File: config.mk
export PLATFORM = sky130hd
export DESIGN_NAME = ecs_top
export DESIGN_NICKNAME = d
export VERILOG_FILES = /design/src/hw/ecs_pkg.sv /design/src/hw/ecs_decode.sv /design/src/hw/ecs_top.sv
export SDC_FILE = /design/constraint.sdc
export NUM_CORES = 1
export LEC_CHECK = 0
export BUFFER_PORTS_ARGS = -buffer_cell sky130_fd_sc_hd__buf_2
export CAP_MARGIN = 10
export CORE_MARGIN = 1
export CORE_UTILIZATION = 45
export CTS_BUF_LIST = sky130_fd_sc_hd__clkbuf_4 sky130_fd_sc_hd__clkbuf_8
export DETAILED_ROUTE_END_ITERATION = 16
export HOLD_SLACK_MARGIN = 0.05
export PLACE_DENSITY = 0.83
export SYNTH_ARGS = -nofsm -noshare
export SYNTH_HDL_FRONTEND = slang
export SYNTH_HIERARCHICAL = 1
export SYNTH_SLANG_ARGS = --single-unit
File: constraint.sdc
create_clock -name i_ref_clk -period 7.6 [get_ports i_ref_clk]
set_input_delay 0 -clock i_ref_clk [delete_from_list [all_inputs] [get_ports i_ref_clk]]
set_output_delay 0 -clock i_ref_clk [all_outputs]
set_load 0.03 [all_outputs]
File: src/hw/ecs_pkg.sv
// ecs_pkg: register map, field positions, reset values and size codes of the expansion chip-select unit.
// assumes: APB slave with 32-bit data; each 8-bit register sits in the low byte of one aligned word.
package ecs_pkg;
	// printed offsets are not all multiples of four: they are register indices, byte address = 4 * index
	localparam logic [15:0] ECS_IDX_STRETCH = 16'h105C;
	localparam logic [15:0] ECS_IDX_CONTROL = 16'h105D;
	localparam logic [15:0] ECS_IDX_GP_BASE = 16'h105E;
	localparam logic [15:0] ECS_IDX_GP_SIZE = 16'h105F;
	localparam logic [15:0] ECS_IDX_REGBASE = 16'h1060;
	localparam logic [15:0] ECS_IDX_STATUS  = 16'h1061;
	localparam int          ECS_AW          = 18;
	localparam logic [17:0] ECS_ADR_STRETCH = {ECS_IDX_STRETCH, 2'b00};
	localparam logic [17:0] ECS_ADR_CONTROL = {ECS_IDX_CONTROL, 2'b00};
	localparam logic [17:0] ECS_ADR_GP_BASE = {ECS_IDX_GP_BASE, 2'b00};
	localparam logic [17:0] ECS_ADR_GP_SIZE = {ECS_IDX_GP_SIZE, 2'b00};
	localparam logic [17:0] ECS_ADR_REGBASE = {ECS_IDX_REGBASE, 2'b00};
	localparam logic [17:0] ECS_ADR_STATUS  = {ECS_IDX_STATUS, 2'b00};

	// reset values
	localparam logic [7:0] ECS_RST_STRETCH = 8'h00;
	localparam logic [7:0] ECS_RST_CONTROL = 8'h00;
	localparam logic [7:0] ECS_RST_GP_BASE = 8'h00;
	localparam logic [7:0] ECS_RST_GP_SIZE = 8'h07;
	localparam logic [3:0] ECS_RST_REGBASE = 4'h1;
	localparam logic [1:0] ECS_STR_ONE     = 2'h1;
	localparam logic [7:0] ECS_GP_BASE_WM  = 8'hFC;   // low two bits read as zero
	localparam logic [7:0] ECS_GP_SIZE_WM  = 8'hDF;   // bit 5 reads as zero

	// stretch register fields
	localparam int ECS_STR_IO1 = 6;
	localparam int ECS_STR_IO2 = 4;
	localparam int ECS_STR_GP  = 2;
	localparam int ECS_STR_PRG = 0;
	// control register fields
	localparam int ECS_CTL_IO_SEL1_ENABLE = 7;
	localparam int ECS_CTL_IO_SEL1_POLARITY = 6;
	localparam int ECS_CTL_IO_SEL2_ENABLE = 5;
	localparam int ECS_CTL_IO_SEL2_POLARITY = 4;
	localparam int ECS_CTL_GPRI  = 3;
	localparam int ECS_CTL_PEN   = 2;
	localparam int ECS_CTL_PSIZ  = 0;
	// gp size / timing register fields
	localparam int ECS_GSZ_IO_SEL1_TIMING = 7;
	localparam int ECS_GSZ_IO_SEL2_TIMING = 6;
	localparam int ECS_GSZ_GPOL  = 4;
	localparam int ECS_GSZ_GTIM  = 3;
	localparam int ECS_GSZ_SIZE  = 0;
	localparam int ECS_GBASE_LSB = 2;

	// general-purpose size codes
	localparam logic [2:0] ECS_GSZ_64K = 3'h0;
	localparam logic [2:0] ECS_GSZ_32K = 3'h1;
	localparam logic [2:0] ECS_GSZ_16K = 3'h2;
	localparam logic [2:0] ECS_GSZ_8K  = 3'h3;
	localparam logic [2:0] ECS_GSZ_4K  = 3'h4;
	localparam logic [2:0] ECS_GSZ_2K  = 3'h5;
	localparam logic [2:0] ECS_GSZ_1K  = 3'h6;
	localparam logic [2:0] ECS_GSZ_OFF = 3'h7;

	// fixed i/o windows inside the 4K register block
	localparam logic [11:0] ECS_IO1_LO = 12'h060;
	localparam logic [11:0] ECS_IO1_HI = 12'h7FF;
	localparam logic [11:0] ECS_IO2_LO = 12'h800;

	// select indices for stretch lookup
	localparam logic [1:0] ECS_SEL_IO1 = 2'h0;
	localparam logic [1:0] ECS_SEL_IO2 = 2'h1;
	localparam logic [1:0] ECS_SEL_GP  = 2'h2;
	localparam logic [1:0] ECS_SEL_PRG = 2'h3;

	// stretch sequencer states
	typedef enum logic [1:0] {
		ECS_ST_IDLE = 2'b01,
		ECS_ST_HOLD = 2'b10
	} ecs_state_t;
endpackage

File: src/hw/ecs_decode.sv
// ecs_decode: combinational address decode of the four selects, before polarity and timing.
// assumes: address and register fields come from the same clock domain as the caller.
`timescale 1ns/10ps
module ecs_decode
	import ecs_pkg::*;
(
	input  wire logic [15:0] i_addr,       // cpu address
	input  wire logic [3:0]  i_reg_base,   // upper nibble of register block base
	input  wire logic [5:0]  i_gp_base,    // gp base bits, address 15..10
	input  wire logic [2:0]  i_gp_size,    // gp size code
	input  wire logic [1:0]  i_prg_size,   // program size code
	input  wire logic        i_prg_en,     // program select enable
	input  wire logic        i_gp_pri,     // 1: gp wins over program
	output logic             o_hit_io1,    // inside first i/o window
	output logic             o_hit_io2,    // inside second i/o window
	output logic             o_hit_gp,     // gp wins this address
	output logic             o_hit_prg     // program wins this address
);
	logic [5:0] gp_mask;
	logic       gp_raw;
	logic       prg_raw;

	// compare mask per size: one bit per base bit that still counts
	always_comb begin
		unique case (i_gp_size)
			ECS_GSZ_64K: gp_mask = 6'h00;
			ECS_GSZ_32K: gp_mask = 6'h20;
			ECS_GSZ_16K: gp_mask = 6'h30;
			ECS_GSZ_8K:  gp_mask = 6'h38;
			ECS_GSZ_4K:  gp_mask = 6'h3C;
			ECS_GSZ_2K:  gp_mask = 6'h3E;
			ECS_GSZ_1K:  gp_mask = 6'h3F;
			ECS_GSZ_OFF: gp_mask = 6'h00;
		endcase
	end

	// gp window start compares against address 15..10; size 0K is its only disable
	assign gp_raw  = (i_gp_size != ECS_GSZ_OFF) &&
	                 (((i_addr[15:10] ^ i_gp_base) & gp_mask) == 6'h00);

	// program window ends at the top of memory, start fixed by size
	always_comb begin
		unique case (i_prg_size)
			2'h0:    prg_raw = i_prg_en;
			2'h1:    prg_raw = i_prg_en & i_addr[15];
			2'h2:    prg_raw = i_prg_en & (&i_addr[15:14]);
			default: prg_raw = i_prg_en & (&i_addr[15:13]);
		endcase
	end

	// fixed i/o windows within the register block's 4K page
	assign o_hit_io1 = (i_addr[15:12] == i_reg_base) &&
	                   (i_addr[11:0] >= ECS_IO1_LO) && (i_addr[11:0] <= ECS_IO1_HI);
	assign o_hit_io2 = (i_addr[15:12] == i_reg_base) && (i_addr[11:0] >= ECS_IO2_LO);

	// overlap goes to one select only, chosen by the priority bit
	assign o_hit_gp  = gp_raw & (i_gp_pri | ~prg_raw);
	assign o_hit_prg = prg_raw & (~i_gp_pri | ~gp_raw);
endmodule // ecs_decode

File: src/hw/ecs_top.sv
// ecs_top: expansion chip-select unit with APB register access.
// assumes: cpu bus signals (address, address-valid, e-high, e-cycle end) are synchronous to i_ref_clk;
// mode strap is a level sampled at reset release; stretch cycles are counted on the e-cycle-end pulse.
`timescale 1ns/10ps
module ecs_top
	import ecs_pkg::*;
(
	input  wire logic                i_ref_clk,    // 125 MHz clock
	input  wire logic                i_nrst,       // synchronous reset, active low
	input  wire logic                i_expanded,   // mode strap: 1 expanded, 0 single-chip
	input  wire logic [15:0]         i_addr,       // cpu address
	input  wire logic                i_addr_valid, // cpu address-valid window
	input  wire logic                i_e_high,     // E clock high phase
	input  wire logic                i_e_end,      // pulse at the end of each E cycle
	input  wire logic                psel,         // apb select
	input  wire logic                penable,      // apb access phase
	input  wire logic                pwrite,       // apb direction
	input  wire logic [ECS_AW-1:0]   paddr,        // apb byte address
	input  wire logic [31:0]         pwdata,       // apb write data
	input  wire logic [3:0]          pstrb,        // apb byte strobes
	output logic      [31:0]         prdata,       // apb read data
	output logic                     pready,       // apb ready
	output logic                     pslverr,      // apb error on unmapped address
	output logic                     o_sel_io1,    // first i/o select pin level
	output logic                     o_sel_io2,    // second i/o select pin level
	output logic                     o_sel_gp,     // general-purpose select pin level
	output logic                     o_sel_prg_n,  // program select, active low
	output logic                     o_stretch     // high while the E cycle is held
);
	typedef struct packed {
		logic [7:0]  stretch;   // select_stretch_reg
		logic [7:0]  control;   // select_control_reg
		logic [7:0]  gp_base;   // gp_base_reg
		logic [7:0]  gp_size;   // gp_size_timing_reg
		logic [3:0]  reg_base;  // register block nibble
		logic        strap_done;
		ecs_state_t  state;
		logic [1:0]  count;
		logic [31:0] rdata;
		logic        sel_io1;
		logic        sel_io2;
		logic        sel_gp;
		logic        sel_prg_n;
	} ecs_regs_t;

	ecs_regs_t  cur;
	ecs_regs_t  next_cur;
	logic       hit_io1;
	logic       hit_io2;
	logic       hit_gp;
	logic       hit_prg;
	logic       act_io1;
	logic       act_io2;
	logic       act_gp;
	logic       act_prg;
	logic       wr_en;
	logic       mapped;
	logic [1:0] need;

	// decode of one stretch field
	function automatic logic [1:0] stretch_of(input logic [7:0] r, input logic [1:0] sel);
		unique case (sel)
			ECS_SEL_IO1: stretch_of = r[ECS_STR_IO1 +: 2];
			ECS_SEL_IO2: stretch_of = r[ECS_STR_IO2 +: 2];
			ECS_SEL_GP:  stretch_of = r[ECS_STR_GP +: 2];
			default:     stretch_of = r[ECS_STR_PRG +: 2];
		endcase
	endfunction

	// timing gate then polarity: timing 1 means whole address-valid, 0 means E high only
	function automatic logic drive(input logic hit, input logic pol, input logic av,
	                               input logic aval, input logic ehi);
		drive = (hit & aval & (av | ehi)) ~^ pol;
	endfunction

	// window decode
	ecs_decode u_decode (
		.i_addr     (i_addr),
		.i_reg_base (cur.reg_base),
		.i_gp_base  (cur.gp_base[7:ECS_GBASE_LSB]),
		.i_gp_size  (cur.gp_size[ECS_GSZ_SIZE +: 3]),
		.i_prg_size (cur.control[ECS_CTL_PSIZ +: 2]),
		.i_prg_en   (cur.control[ECS_CTL_PEN]),
		.i_gp_pri   (cur.control[ECS_CTL_GPRI]),
		.o_hit_io1  (hit_io1),
		.o_hit_io2  (hit_io2),
		.o_hit_gp   (hit_gp),
		.o_hit_prg  (hit_prg)
	);

	// enables gate the i/o windows; gp enable is its size code
	assign act_io1 = hit_io1 & cur.control[ECS_CTL_IO_SEL1_ENABLE];
	assign act_io2 = hit_io2 & cur.control[ECS_CTL_IO_SEL2_ENABLE];
	assign act_gp  = hit_gp;
	assign act_prg = hit_prg;

	// longest stretch among the selects active this cycle
	always_comb begin
		need = 2'h0;
		if (act_io1 && stretch_of(cur.stretch, ECS_SEL_IO1) > need)
			need = stretch_of(cur.stretch, ECS_SEL_IO1);
		if (act_io2 && stretch_of(cur.stretch, ECS_SEL_IO2) > need)
			need = stretch_of(cur.stretch, ECS_SEL_IO2);
		if (act_gp && stretch_of(cur.stretch, ECS_SEL_GP) > need)
			need = stretch_of(cur.stretch, ECS_SEL_GP);
		if (act_prg && stretch_of(cur.stretch, ECS_SEL_PRG) > need)
			need = stretch_of(cur.stretch, ECS_SEL_PRG);
	end

	assign wr_en  = psel & penable & pwrite & pstrb[0];
	assign mapped = (paddr == ECS_ADR_STRETCH) || (paddr == ECS_ADR_CONTROL) ||
	                (paddr == ECS_ADR_GP_BASE) || (paddr == ECS_ADR_GP_SIZE) ||
	                (paddr == ECS_ADR_REGBASE) || (paddr == ECS_ADR_STATUS);

	// next state of all registers
	always_comb begin
		next_cur = cur;

		// apb writes: zero wait, take effect at the access edge
		if (wr_en) begin
			unique case (paddr)
				ECS_ADR_STRETCH: next_cur.stretch  = pwdata[7:0];
				ECS_ADR_CONTROL: next_cur.control  = pwdata[7:0];
				ECS_ADR_GP_BASE: next_cur.gp_base  = pwdata[7:0] & ECS_GP_BASE_WM;
				ECS_ADR_GP_SIZE: next_cur.gp_size  = pwdata[7:0] & ECS_GP_SIZE_WM;
				ECS_ADR_REGBASE: next_cur.reg_base = pwdata[3:0];
				default: ;
			endcase
		end

		// read data registered in setup so it is stable in the access phase
		if (psel && !penable) begin
			next_cur.rdata = 32'h0000_0000;
			unique case (paddr)
				ECS_ADR_STRETCH: next_cur.rdata[7:0] = cur.stretch;
				ECS_ADR_CONTROL: next_cur.rdata[7:0] = cur.control;
				ECS_ADR_GP_BASE: next_cur.rdata[7:0] = cur.gp_base;
				ECS_ADR_GP_SIZE: next_cur.rdata[7:0] = cur.gp_size;
				ECS_ADR_REGBASE: next_cur.rdata[3:0] = cur.reg_base;
				ECS_ADR_STATUS:  next_cur.rdata[7:0] = {cur.state == ECS_ST_HOLD, 1'b0, cur.count,
				                                        o_sel_io1, o_sel_io2, o_sel_gp, o_sel_prg_n};
				default: ;
			endcase
		end

		// mode-dependent defaults caught once after reset release, never inside the reset
		if (!cur.strap_done) begin
			next_cur.strap_done = 1'b1;
			next_cur.control[ECS_CTL_PEN] = i_expanded;
			next_cur.stretch[ECS_STR_PRG +: 2] = i_expanded ? ECS_STR_ONE : 2'h0;
		end

		// stretch sequencer: hold the E cycle for the chosen number of E ends
		unique case (cur.state)
			ECS_ST_IDLE: begin
				if (i_e_end && i_addr_valid && need != 2'h0) begin
					next_cur.state = ECS_ST_HOLD;
					next_cur.count = need;
				end
			end
			ECS_ST_HOLD: begin
				if (i_e_end) begin
					next_cur.count = cur.count - 2'h1;
					if (cur.count == 2'h1)
						next_cur.state = ECS_ST_IDLE;
				end
			end
		endcase

		// registered select pins, one cycle after the bus signals
		next_cur.sel_io1 = drive(act_io1, cur.control[ECS_CTL_IO_SEL1_POLARITY],
		                         cur.gp_size[ECS_GSZ_IO_SEL1_TIMING], i_addr_valid, i_e_high);
		next_cur.sel_io2 = drive(act_io2, cur.control[ECS_CTL_IO_SEL2_POLARITY],
		                         cur.gp_size[ECS_GSZ_IO_SEL2_TIMING], i_addr_valid, i_e_high);
		next_cur.sel_gp  = drive(act_gp, cur.gp_size[ECS_GSZ_GPOL],
		                         cur.gp_size[ECS_GSZ_GTIM], i_addr_valid, i_e_high);
		next_cur.sel_prg_n = ~(act_prg & i_addr_valid);

		// synchronous reset: constants only; strap capture follows on the next edge
		if (!i_nrst) begin
			next_cur.stretch    = ECS_RST_STRETCH;
			next_cur.control    = ECS_RST_CONTROL;
			next_cur.gp_base    = ECS_RST_GP_BASE;
			next_cur.gp_size    = ECS_RST_GP_SIZE;
			next_cur.reg_base   = ECS_RST_REGBASE;
			next_cur.strap_done = 1'b0;
			next_cur.state      = ECS_ST_IDLE;
			next_cur.count      = 2'h0;
			next_cur.rdata      = 32'h0000_0000;
			next_cur.sel_io1    = 1'b1;
			next_cur.sel_io2    = 1'b1;
			next_cur.sel_gp     = 1'b1;
			next_cur.sel_prg_n  = 1'b1;
		end
	end

	always_ff @(posedge i_ref_clk) begin
		cur <= next_cur;
	end

	// apb answers at once; unmapped addresses error and read zero
	assign pready      = 1'b1;
	assign pslverr     = psel & penable & ~mapped;
	assign prdata      = cur.rdata;
	assign o_sel_io1   = cur.sel_io1;
	assign o_sel_io2   = cur.sel_io2;
	assign o_sel_gp    = cur.sel_gp;
	assign o_sel_prg_n = cur.sel_prg_n;
	assign o_stretch   = (cur.state == ECS_ST_HOLD);
endmodule // ecs_top

==> out/results.ini, run 1 <==
[outcome]
outcome=completed

[routing]
ant_nets=0
drt_iter0_drc=235
avgViaCountPerCell=5.603
drtPass1Iterations=5
route.vias.total=2975
drt-total-wl_mm=8.353
routedWlPerCell_um=15.73
post-route-drc-count=0

[critical_path]
worstRegToRegCells=22
crit_family=compound AO/OA/AOI/OAI gates
required_ns=7.81
crit_type=register to register
reg2reg_from=cur[44]
crit_fanout=5
worstPathCellList=xnor2_1 > nand4_1 > nor3_1 > nand3_1 > ha_1 > nor2b_4 > o211a_4 > nand2_1 > nand2_1 > ha_1 > nor3_1 > o2111ai_1 > o211ai_1 > a32oi_1 > or2_2 > ha_1 > nand2_1 > o211ai_1 > o311a_1 > o31a_1 > a2bb2oi_1 > o31a_1
r2r_setup_slack_ns=2.54
critPathCaptureType=register
path_buf_inv=0
crit_path_top_delay_cell=nor3_1
slowest_delay_ns=0.41
start_kind=register
cp_data_arrival_time_ns=5.27
timing.rr.end=cur[36]

[die]
io_pins=118
initial_core_util=0.4674
die_area_mm2=0.007397
die_x_um=86.01
row_count=30
die_h_um=86.01
core-area_mm2=0.006794

[timing]
finalSetupViolCount=0
maxSlewViolCount=0
fmax_mhz=197.5
rsz0062_at_grt=no
worst_pin_slew_ns=1.195
fin_crit_ns=5.062
timing.setup.tns_ns=0
min_period_over_period=0.6661
slew_headroom=0.2014
fin_worst_skew_ns=0.01329
hold_viol_final=0

[grt]
antenna_found_initial=0
grt_pass1_wl_mm=13.28
grt_pass1_vias=2793
grt_overflow=0
grt_max_degree=30
grt_usage=0.2314

[final_layout]
area_growth_pct=12.61
nets=526
final_cells=531
insertedDiodeCount=0
layout-drive-gt1-share=0.1931
fin_util=0.5263
finalInstanceArea_mm2=0.003576

[placement]
placed_area_mm2=0.003376
post-dp-hpwl_mm=6.344
io_buffers=60
dp.cells=512
globalplace.congestion=0.8800

[yosys]
synth-async-reset-ratio=0
synth.avg_cell_area_um2=8.357
synth-edff-count=0
syn-cell-area_mm2=0.003176
synth-main-ff-cell=dfxtp_1
synthCells=380
seq_area_frac_synth=0.3152
synth-seq-cells=50
synth_cell_types=52
yosysWarnings=6

[worst_hold_path]
whs_endpoint=cur[63]
hp-class=primary input to register
hold_depth=3
min_from=i_expanded

[flow_run]
max_cap_violations=0

[cts]
clk_pin_slew_ns=0.09
clk_latency_ns=0.31
root_buffer=clkbuf_8
clock-sinks=50
ctsLongestPathBuffers=2
cts_buffers=5
cts_tree=built
h-tree-depth=2
cts_setup_buffers=0

[power]
p_leak_uw=0.001497
power_density_mw_per_mm2=143.6
ir_drop_mv=0.08343

-- tightest hold or removal path: stages --
cell and delay, ns:
buf_2 0.09, o21ai_0 0.10, a21oi_1 0.14
-- state kept, by name (all words and copies together) (netlist names) --
signal	flops
o_sel_gp	1
o_sel_prg_n	1
o_sel_io2	1
cur	38
o_sel_io1	1
prdata	8
-- report_power, final --
group          leakage [uW]  total [uW]  switching (uW)  internal, uW
Sequential         0.000406         273            5.36           268
Combinational       0.00104        82.1            55.0          27.1
Clock             0.0000486         158            89.6          68.7
Total               0.00150         514             150           364
-- Yosys cell counts (2+ instances only) --
master     instances  area (um^2)
buf_2              2        10.01
inv_1             17        63.81
conb_1             2        7.510
and2_1             3        18.77
a31oi_1            4        25.02
nand3b_1           2        15.01
nor4_1             3        18.77
buf_4             34        255.2
o31ai_1            3        22.52
o211ai_1           5        37.54
nand3_1           21        105.1
nor4b_1            2        17.52
ha_1              13        162.7
nand2_1           37        138.9
nor3_1             4        20.02
a221oi_1           2        17.52
o21ai_0           15        75.07
nand4_1            3        18.77
nor4b_2            2        30.03
mux2i_1           25        250.2
nor2_1            40        150.1
xnor2_1            8        70.07
o311a_1            3        30.03
mux2_2             7        78.83
a22o_1             3        26.28
o2111ai_1          2        17.52
a211oi_1           3        22.52
clkbuf_1          11        41.29
dfxtp_1           50         1001
a21oi_1           24        120.1
o31a_1             2        17.52
xor2_1             5        43.79
a22oi_1            3        22.52
nor2b_1            2        12.51
-- how the worst max path moves through the flow --
stage	start	to	slack (ns)	depth (start not counted)
after floorplan	cur[43]	cur[36]	3.32	22
after global placement	cur[41]	cur[36]	2.88	22
after detailed placement	cur[44]	cur[36]	2.68	22
after CTS	cur[44]	cur[36]	2.64	22
after global routing	cur[44]	cur[36]	2.15	22
final	cur[44]	cur[36]	2.54	22
-- layout make-up --
class | instances | area, um^2
clock buffers | 6 | 76.32
multi-input cells | 289 | 1891
fillers | 634 | 3218
flip-flops and latches | 50 | 1001
clock inverters | 2 | 13.76
repair buffers | 71 | 410.4
well taps | 96 | 120.1
inverters | 17 | 63.81
-- placed cells by master, fill, tap and decap left out, types with 7 or more instances in the layout --
master / n
a21oi_1: 24
buf_2: 60
conb_1: 25
dfxtp_1: 50
dlygate4sd3_1: 11
ha_1: 13
inv_1: 17
mux2_2: 7
mux2i_1: 25
nand2_1: 37
nand3_1: 21
nor2_1: 40
o21ai_0: 15
xnor2_1: 8
-- cell families after synthesis --
kind of cell | count (synthesis) | synth area share
AOI/OAI and AO/OA | 77 | 0.1667
xor gates and xnor gates | 13 | 0.03586
adders and majority gates | 13 | 0.05122
buffers and inverters | 64 | 0.1166
DFF | 50 | 0.3152
muxes | 33 | 0.1107
other | 2 | 0.002365
and+or+nand+nor | 128 | 0.2013
-- metal layers --
metal,vias to the layer above,part of all wire,GRT usage
met3,29,0.075,0.05775
met4,0,0.032,0.09848
met2,153,0.48,0.3889
met1,1401,0.41,0.2806
met5,-,0,0
li1,1392,-,-
-- timing repair --
| action | CTS | global route |
|---|---|---|
| hold buffers | 11 | 0 |
| resized for setup | 0 | 0 |
| endpoints found under the hold margin | 32 | 0 |
-- through the flow --
step	worst slack, ns	total power (uW)	hold WS [ns]
floorplan	3.325	340.5	0.02772
global placement	2.877	353.5	0.2628
detailed placement	2.680	355.9	0.2614
CTS	2.642	513.9	0.05150
global route	2.145	529.7	0.07533
finish	2.538	513.6	0.05932
Note: power is estimated with default switching activity, not from simulation.
==> run 2, diff against run 1 <==
--- a/config.mk
+++ b/config.mk
@@ -5,6 +5,7 @@
 export SDC_FILE = /design/constraint.sdc
 export NUM_CORES = 1
 export LEC_CHECK = 0
+export ABC_AREA = 1
 export BUFFER_PORTS_ARGS = -buffer_cell sky130_fd_sc_hd__buf_2
 export CAP_MARGIN = 10
 export CORE_MARGIN = 1
@@ -12,7 +13,7 @@
 export CTS_BUF_LIST = sky130_fd_sc_hd__clkbuf_4 sky130_fd_sc_hd__clkbuf_8
 export DETAILED_ROUTE_END_ITERATION = 16
 export HOLD_SLACK_MARGIN = 0.05
-export PLACE_DENSITY = 0.83
+export PLACE_DENSITY = 0.85
 export SYNTH_ARGS = -nofsm -noshare
 export SYNTH_HDL_FRONTEND = slang
 export SYNTH_HIERARCHICAL = 1
==> constraint.sdc (replaced) <==
create_clock -name i_ref_clk -period 4.6 [get_ports i_ref_clk]
set_input_delay 0 -clock i_ref_clk [delete_from_list [all_inputs] [get_ports i_ref_clk]]
set_output_delay 0 -clock i_ref_clk [all_outputs]
set_load 0.03 [all_outputs]
==> run 2 against run 1 <==
Net effect:
- cell area rose by 8.9%
- combinational power rose by 67%
- fmax rose by 22%
- worst hold slack improved by 0.028 ns
- global-route usage fell by 0.78 points
- critical path type unchanged
- sequential power rose by 63%
- synthesized cell count rose by 30%
- via count rose by 13%
- sequential cell count did not move
- largest cell class unchanged
- sequential share of layout area fell by 2.3 points
==> out/results.ini, run 2 <==
[outcome]
outcome=completed  ; unchanged

[routing]
drtPass1Iterations=6  ; was 5
ant_nets=0  ; unchanged
drt_iter0_drc=305  ; was 235
drt-total-wl_mm=8.561  ; was 8.353 mm
route.vias.total=3356  ; was 2975
post-route-drc-count=0  ; unchanged
avgViaCountPerCell=5.124  ; was 5.603
routedWlPerCell_um=13.07  ; was 15.73 um

[yosys]
synth-main-ff-cell=dfxtp_1  ; unchanged
seq_area_frac_synth=0.2898  ; was 0.3152
synth_top_area_share=0.2898  ; was 0.3152
syn-cell-area_mm2=0.003455  ; was 0.003176 mm^2
synth.most_common_cell=nand2_1  ; was dfxtp_1
yosys.area.top_type=dfxtp_1  ; unchanged
synthCells=495  ; was 380
synth.avg_cell_area_um2=6.979  ; was 8.357 um^2
synth_cell_types=48  ; was 52
yosysWarnings=6  ; unchanged
synth-async-reset-ratio=0  ; unchanged
ys_top_cells_by_area=dfxtp_1, nand2_1, inv_1  ; was dfxtp_1, buf_4, mux2i_1
synth-edff-count=0  ; unchanged
netlist_top_cells_count=nand2_1, inv_1, dfxtp_1  ; was dfxtp_1, nor2_1, nand2_1
synth-seq-cells=50  ; unchanged

[placement]
io_buffers=60  ; unchanged
globalplace.congestion=0.9160  ; was 0.8800
post-dp-hpwl_mm=6.826  ; was 6.344 mm
placed_area_mm2=0.003669  ; was 0.003376 mm^2
dp_slack_ns=0.3976  ; was 2.680 ns

[power]
pwr-share-comb=0.152  ; was 0.160
p_int_uw=645.3  ; was 363.7 uW
pwr-share-seq=0.495  ; was 0.532
p_leak_uw=0.001822  ; was 0.001497 uW
power_density_mw_per_mm2=231.1  ; was 143.6 mW/mm^2
clkPwrFrac=0.353  ; was 0.308
switching_share=0.2827  ; was 0.2919
ir_drop_mv=0.1057  ; was 0.08343 mV
p_switching_uw=254.3  ; was 149.9 uW

[final_layout]
final_common_cell=nand2_1  ; was buf_2
area_growth_pct=12.68  ; was 12.61%
layout-drive-gt1-share=0.2050  ; was 0.1931
finalInstanceArea_mm2=0.003892  ; was 0.003576 mm^2
insertedDiodeCount=0  ; unchanged
nFillCells=712  ; was 634
fin_util=0.5310  ; was 0.5263
nets=647  ; was 526
regMostFlops=cur  ; unchanged
layout_common_cells=nand2_1, inv_1, buf_2, dfxtp_1, nor2_1  ; was buf_2, dfxtp_1, nor2_1, nand2_1
largest_register_ffs=38  ; unchanged

[grt]
grt_overflow=0  ; unchanged
grt_max_degree=31  ; was 30
antenna_found_initial=0  ; unchanged
grt_pass1_vias=3086  ; was 2793
grt_pass1_wl_mm=13.58  ; was 13.28 mm
grt_usage=0.2236  ; was 0.2314

[critical_path]
cp_data_arrival_time_ns=4.37  ; was 5.27 ns
crit_top_cell=nand2_1
start_kind=register  ; unchanged
r2r_setup_slack_ns=0.45  ; was 2.54 ns
slowest_delay_ns=0.39  ; was 0.41 ns
crit_fanout=4  ; was 5
crit_path_top_delay_cell=dfxtp_1  ; was nor3_1
crit_type=register to register  ; unchanged
critPathCaptureType=register  ; unchanged
required_ns=4.82  ; was 7.81 ns

[die]
die_x_um=89.62  ; was 86.01 um
initial_core_util=0.4712  ; was 0.4674
row_count=31  ; was 30
die_h_um=89.62  ; was 86.01 um
core-area_mm2=0.007331  ; was 0.006794 mm^2
die_area_mm2=0.008031  ; was 0.007397 mm^2
io_pins=118  ; unchanged

[cts]
cts_setup_buffers=0  ; unchanged
cts_tree=built  ; unchanged
h-tree-depth=2  ; unchanged
clk_pin_slew_ns=0.10  ; was 0.09 ns
clk_latency_ns=0.31  ; about the same
ctsLongestPathBuffers=2  ; unchanged
clock-sinks=50  ; unchanged
cts_buffers=5  ; unchanged
root_buffer=clkbuf_8  ; unchanged

[timing]
finalWorstSetupSlack_ns=0.4483  ; was 2.538 ns
timing.setup.tns_ns=0  ; unchanged
fmax_mhz=240.9  ; was 197.5 MHz
finalSetupViolCount=0  ; unchanged
min_period_over_period=0.9025  ; was 0.6661
rsz0062_at_grt=no  ; unchanged
slew_headroom=0.4892  ; was 0.2014
fin_crit_ns=4.152  ; was 5.062 ns
maxSlewViolCount=0  ; unchanged
fin_worst_skew_ns=0.007591  ; was 0.01329 ns
worst_pin_slew_ns=0.7653  ; was 1.195 ns
hold_viol_final=0  ; unchanged

[worst_hold_path]
hp-class=primary input to register  ; unchanged

[flow_run]
max_cap_violations=0  ; unchanged

run 2: changes by cell type after synthesis, sizes merged, moves of 7 or more:
cell | previous run | this run
nor3 | 4 | 11
mux2i | 25 | 0
mux2 | 7 | 0
nand2 | 37 | 86
inv | 17 | 92
nand4 | 3 | 10
o21ai | 15 | 34
nor2 | 40 | 50
nand3 | 21 | 33
a21oi | 24 | 33
run 2: through the flow:
| step | hold slack [ns] | total power [uW] | cells |
|---|---|---|---|
| final | 0.08777 | 899.6 | 655 |
| after global routing | 0.08028 | 940.7 | 655 |
| after floorplan | 0.02772 | 559.7 | 518 |
| after global placement | 0.2666 | 580.7 | 636 |
| after detailed placement | 0.2732 | 583.8 | 636 |
| after CTS | 0.06263 | 899.9 | 655 |
run 2: layout make-up:
| class | count | area (um^2) | area share |
|---|---|---|---|
| timing repair buffer | 71 | 410.4 | 0.1054 |
| clock buffer | 5 | 68.82 | 0.01768 |
| clock inverter | 3 | 45.04 | 0.01157 |
| multi-input combinational | 335 | 1896 | 0.4870 |
| tap | 99 | 123.9 | 0.03182 |
| inverter | 92 | 347.8 | 0.08936 |
| sequential | 50 | 1001 | 0.2572 |
run 2: cell families after synthesis:
group                      synth area share
AOI/OAI and AO/OA                    0.1666
xor gates and xnor gates            0.01268
adders and majority gates           0.04709
buffers and inverters                0.1865
DFF                                  0.2898
other                              0.002174
and+or+nand+nor                      0.2952
run 2: critical path: cells and delay by family, from the launching register on:
kind / cells / cell delay (ns)
buffers and inverters: 2 / 0.11
XOR/XNOR: 1 / 0.13
AND/OR/NAND/NOR: 20 / 2.00
adder cells (fa/ha/maj): 3 / 0.78
flip-flops: 1 / 0.39
AO/OA/AOI/OAI: 3 / 0.66
run 2: power groups by stage:
stage                     sequential, uW  clock (uW)  combinational (uW)
after global routing                 447         343                 151
after global placement               455           0                 125
final                                445         317                 137
after CTS                            445         319                 136
after detailed placement             456           0                 128
after floorplan                      455           0                 105
run 2: what timing repair did:
action,CTS,global route
gates resized for setup,0,1
hold endpoints to repair,24,0
setup endpoints to repair,0,2
hold buffers,11,0
run 2: path summary, 6_finish.rpt:
kind | endpoint | startpoint | depth (start not counted)
worst max-delay path | cur[37] | cur[44] | 29
worst min register to register | prdata[0] | prdata[0] | 2
worst max register to register | cur[37] | cur[44] | 29
worst min-delay path | cur[40] | i_nrst | 1
run 2: per-layer routing:
metal / global-route usage / part of all wire
met5: 0 / 0
met2: 0.3864 / 0.48
met1: 0.2678 / 0.42
met3: 0.04479 / 0.070
met4: 0.1010 / 0.032
==> run 3, diff against run 2 <==
--- a/config.mk
+++ b/config.mk
@@ -9,11 +9,11 @@
 export BUFFER_PORTS_ARGS = -buffer_cell sky130_fd_sc_hd__buf_2
 export CAP_MARGIN = 10
 export CORE_MARGIN = 1
-export CORE_UTILIZATION = 45
+export CORE_UTILIZATION = 44
 export CTS_BUF_LIST = sky130_fd_sc_hd__clkbuf_4 sky130_fd_sc_hd__clkbuf_8
 export DETAILED_ROUTE_END_ITERATION = 16
 export HOLD_SLACK_MARGIN = 0.05
-export PLACE_DENSITY = 0.85
+export PLACE_DENSITY = 0.8
 export SYNTH_ARGS = -nofsm -noshare
 export SYNTH_HDL_FRONTEND = slang
 export SYNTH_HIERARCHICAL = 1
==> constraint.sdc (replaced) <==
create_clock -name i_ref_clk -period 4.45 [get_ports i_ref_clk]
set_input_delay 0 -clock i_ref_clk [delete_from_list [all_inputs] [get_ports i_ref_clk]]
set_output_delay 0 -clock i_ref_clk [all_outputs]
set_load 0.03 [all_outputs]
==> run 3 against run 2 <==
Net effect:
- sequential share of layout area about the same
- largest cell class unchanged
- via count is 0.69% lower
- critical path type unchanged
- utilization decreased by 0.61 points
- die area rose by 2.2%
- combinational power is 4% higher
- critical endpoint unchanged
- highest routed layer unchanged
==> out/results.ini, run 3 (same netlist as run 2, synthesis figures left out) <==
[placement]
globalplace.congestion=0.8926  ; was 0.9160
placed_area_mm2=0.003669  ; unchanged
io_buffers=60  ; unchanged
dp.cells=636  ; unchanged
post-dp-hpwl_mm=6.827  ; was 6.826 mm

[critical_path]
r2r_setup_slack_ns=0.56  ; was 0.45 ns
timing.rr.end=cur[37]  ; unchanged
crit_top_cell=nand2_1  ; unchanged
reg2reg_from=cur[44]  ; unchanged
crit_path_top_delay_cell=dfxtp_1  ; unchanged
crit_type=register to register  ; unchanged
start_kind=register  ; unchanged
cp_data_arrival_time_ns=4.11  ; was 4.37 ns
critPathCaptureType=register  ; unchanged
slowest_delay_ns=0.40  ; was 0.39 ns
required_ns=4.67  ; was 4.82 ns
crit_fanout=4  ; unchanged
worstRegToRegCells=29  ; unchanged

[routing]
drt-total-wl_mm=8.667  ; was 8.561 mm
ant_nets=0  ; unchanged
drtPass1Iterations=5  ; was 6
route.vias.total=3333  ; was 3356
post-route-drc-count=0  ; unchanged
avgViaCountPerCell=5.081  ; was 5.124
routedWlPerCell_um=13.21  ; was 13.07 um
drt_iter0_drc=230  ; was 305

[cts]
cts_setup_buffers=0  ; unchanged
ctsLongestPathBuffers=2  ; unchanged
clock-sinks=50  ; unchanged
root_buffer=clkbuf_8  ; unchanged
clk_latency_ns=0.31  ; about the same
clk_pin_slew_ns=0.10  ; about the same
cts_tree=built  ; unchanged
cts_buffers=5  ; unchanged
h-tree-depth=2  ; unchanged

[die]
io_pins=118  ; unchanged
die_x_um=90.61  ; was 89.62 um
core-area_mm2=0.007408  ; was 0.007331 mm^2
die_area_mm2=0.008209  ; was 0.008031 mm^2
initial_core_util=0.4663  ; was 0.4712
die_h_um=90.61  ; was 89.62 um
row_count=31  ; unchanged

[grt]
use_met2=0.3554  ; was 0.3864
grt_pass1_wl_mm=14.44  ; was 13.58 mm
met1_usage=0.2771  ; was 0.2678
grt_max_degree=31  ; unchanged
grt_overflow=0  ; unchanged
antenna_found_initial=0  ; unchanged
busiest_layer=met2  ; unchanged
grt_usage=0.2185  ; was 0.2236
grt_pass1_vias=3115  ; was 3086
grtUsageMet3=0.04545  ; was 0.04479

[final_layout]
regMostFlops=cur  ; unchanged
final_common_cell=nand2_1  ; unchanged
finalInstanceArea_mm2=0.003889  ; was 0.003892 mm^2
largest_register_ffs=38  ; unchanged
layout-drive-gt1-share=0.2083  ; was 0.2050
final_cells=656  ; was 655
layout_common_cells=nand2_1, inv_1, buf_2, dfxtp_1, nor2_1  ; unchanged
insertedDiodeCount=0  ; unchanged
nets=648  ; was 647
area_growth_pct=12.57  ; was 12.68%

[timing]
worst_pin_slew_ns=0.7956  ; was 0.7653 ns
timing.setup.tns_ns=0  ; unchanged
rsz0062_at_grt=no  ; unchanged
min_period_over_period=0.8742  ; was 0.9025
fin_worst_skew_ns=0.01166  ; was 0.007591 ns
hold_viol_final=0  ; unchanged
fin_crit_ns=3.890  ; was 4.152 ns
fmax_mhz=257.1  ; was 240.9 MHz
maxSlewViolCount=0  ; unchanged
slew_headroom=0.4677  ; was 0.4892
finalSetupViolCount=0  ; unchanged

[worst_hold_path]
whs_endpoint=cur[40]  ; unchanged
min_from=i_nrst  ; unchanged
hp-class=primary input to register  ; unchanged
hold_depth=1  ; unchanged

[power]
power_density_mw_per_mm2=228.5  ; was 231.1 mW/mm^2
p_leak_uw=0.001826  ; was 0.001822 uW
power_uw=888.5  ; was 899.6 uW
ir_drop_mv=0.09610  ; was 0.1057 mV

[outcome]
outcome=completed  ; unchanged

[flow_run]
max_cap_violations=0  ; unchanged

run 3: what timing repair did:
action                                  CTS  global route
endpoints found under the setup margin    0             4
resized for setup                         0             4
endpoints found under the hold margin    27             0
hold buffers                             12             0
run 3: where the power goes:
| group | internal [uW] | total [uW] | switching [uW] | leakage (uW) |
|---|---|---|---|---|
| Sequential | 456 | 461 | 4.55 | 0.000405 |
| Clock | 125 | 286 | 160 | 0.0000472 |
| Combinational | 44.4 | 142 | 97.7 | 0.00137 |
run 3: routing by layer:
metal | vias up | share of wire
li1 | 1663 | -
met1 | 1489 | 0.44
met2 | 161 | 0.46
met3 | 20 | 0.079
met4 | 0 | 0.024
met5 | - | 0
run 3: worst max path at each step:
stage / startpoint / end / cells past startpoint
3_5_place_dp: cur[44] / cur[37] / 29
2_1_floorplan: cur[44] / cur[37] / 30
6_report: cur[44] / cur[37] / 29
5_1_grt: cur[44] / cur[37] / 31
3_3_place_gp: cur[44] / cur[37] / 30
4_1_cts: cur[44] / cur[37] / 29
run 3: layout make-up:
cell class              count  area [um^2]
clock buffers               6        82.58
clock inverters             2        12.51
inverters                  92        347.8
fillers                   738         3520
flip-flops and latches     50         1001
multi-input cells         335         1901
repair buffers             72        420.4
well taps                  99        123.9
run 3: stage by stage:
step / utilization / worst slack [ns] / hold slack (ns)
after floorplan: - / 0.9527 / 0.02772
after global placement: 0.4952 / 0.4751 / 0.2596
after detailed placement: 0.4952 / 0.3168 / 0.2638
after CTS: 0.5242 / 0.3009 / 0.09411
after global routing: 0.5249 / 0.01454 / 0.09683
final: 0.5249 / 0.5598 / 0.09928
run 3: critical path, delay by kind of cell (launching register included):
| family | cells | cell delay, ns |
|---|---|---|
| flops | 1 | 0.40 |
| xor+xnor | 1 | 0.14 |
| compound gates | 3 | 0.56 |
| fa+ha+maj | 3 | 0.76 |
| simple gates | 20 | 1.84 |
| buf+inv | 2 | 0.11 |
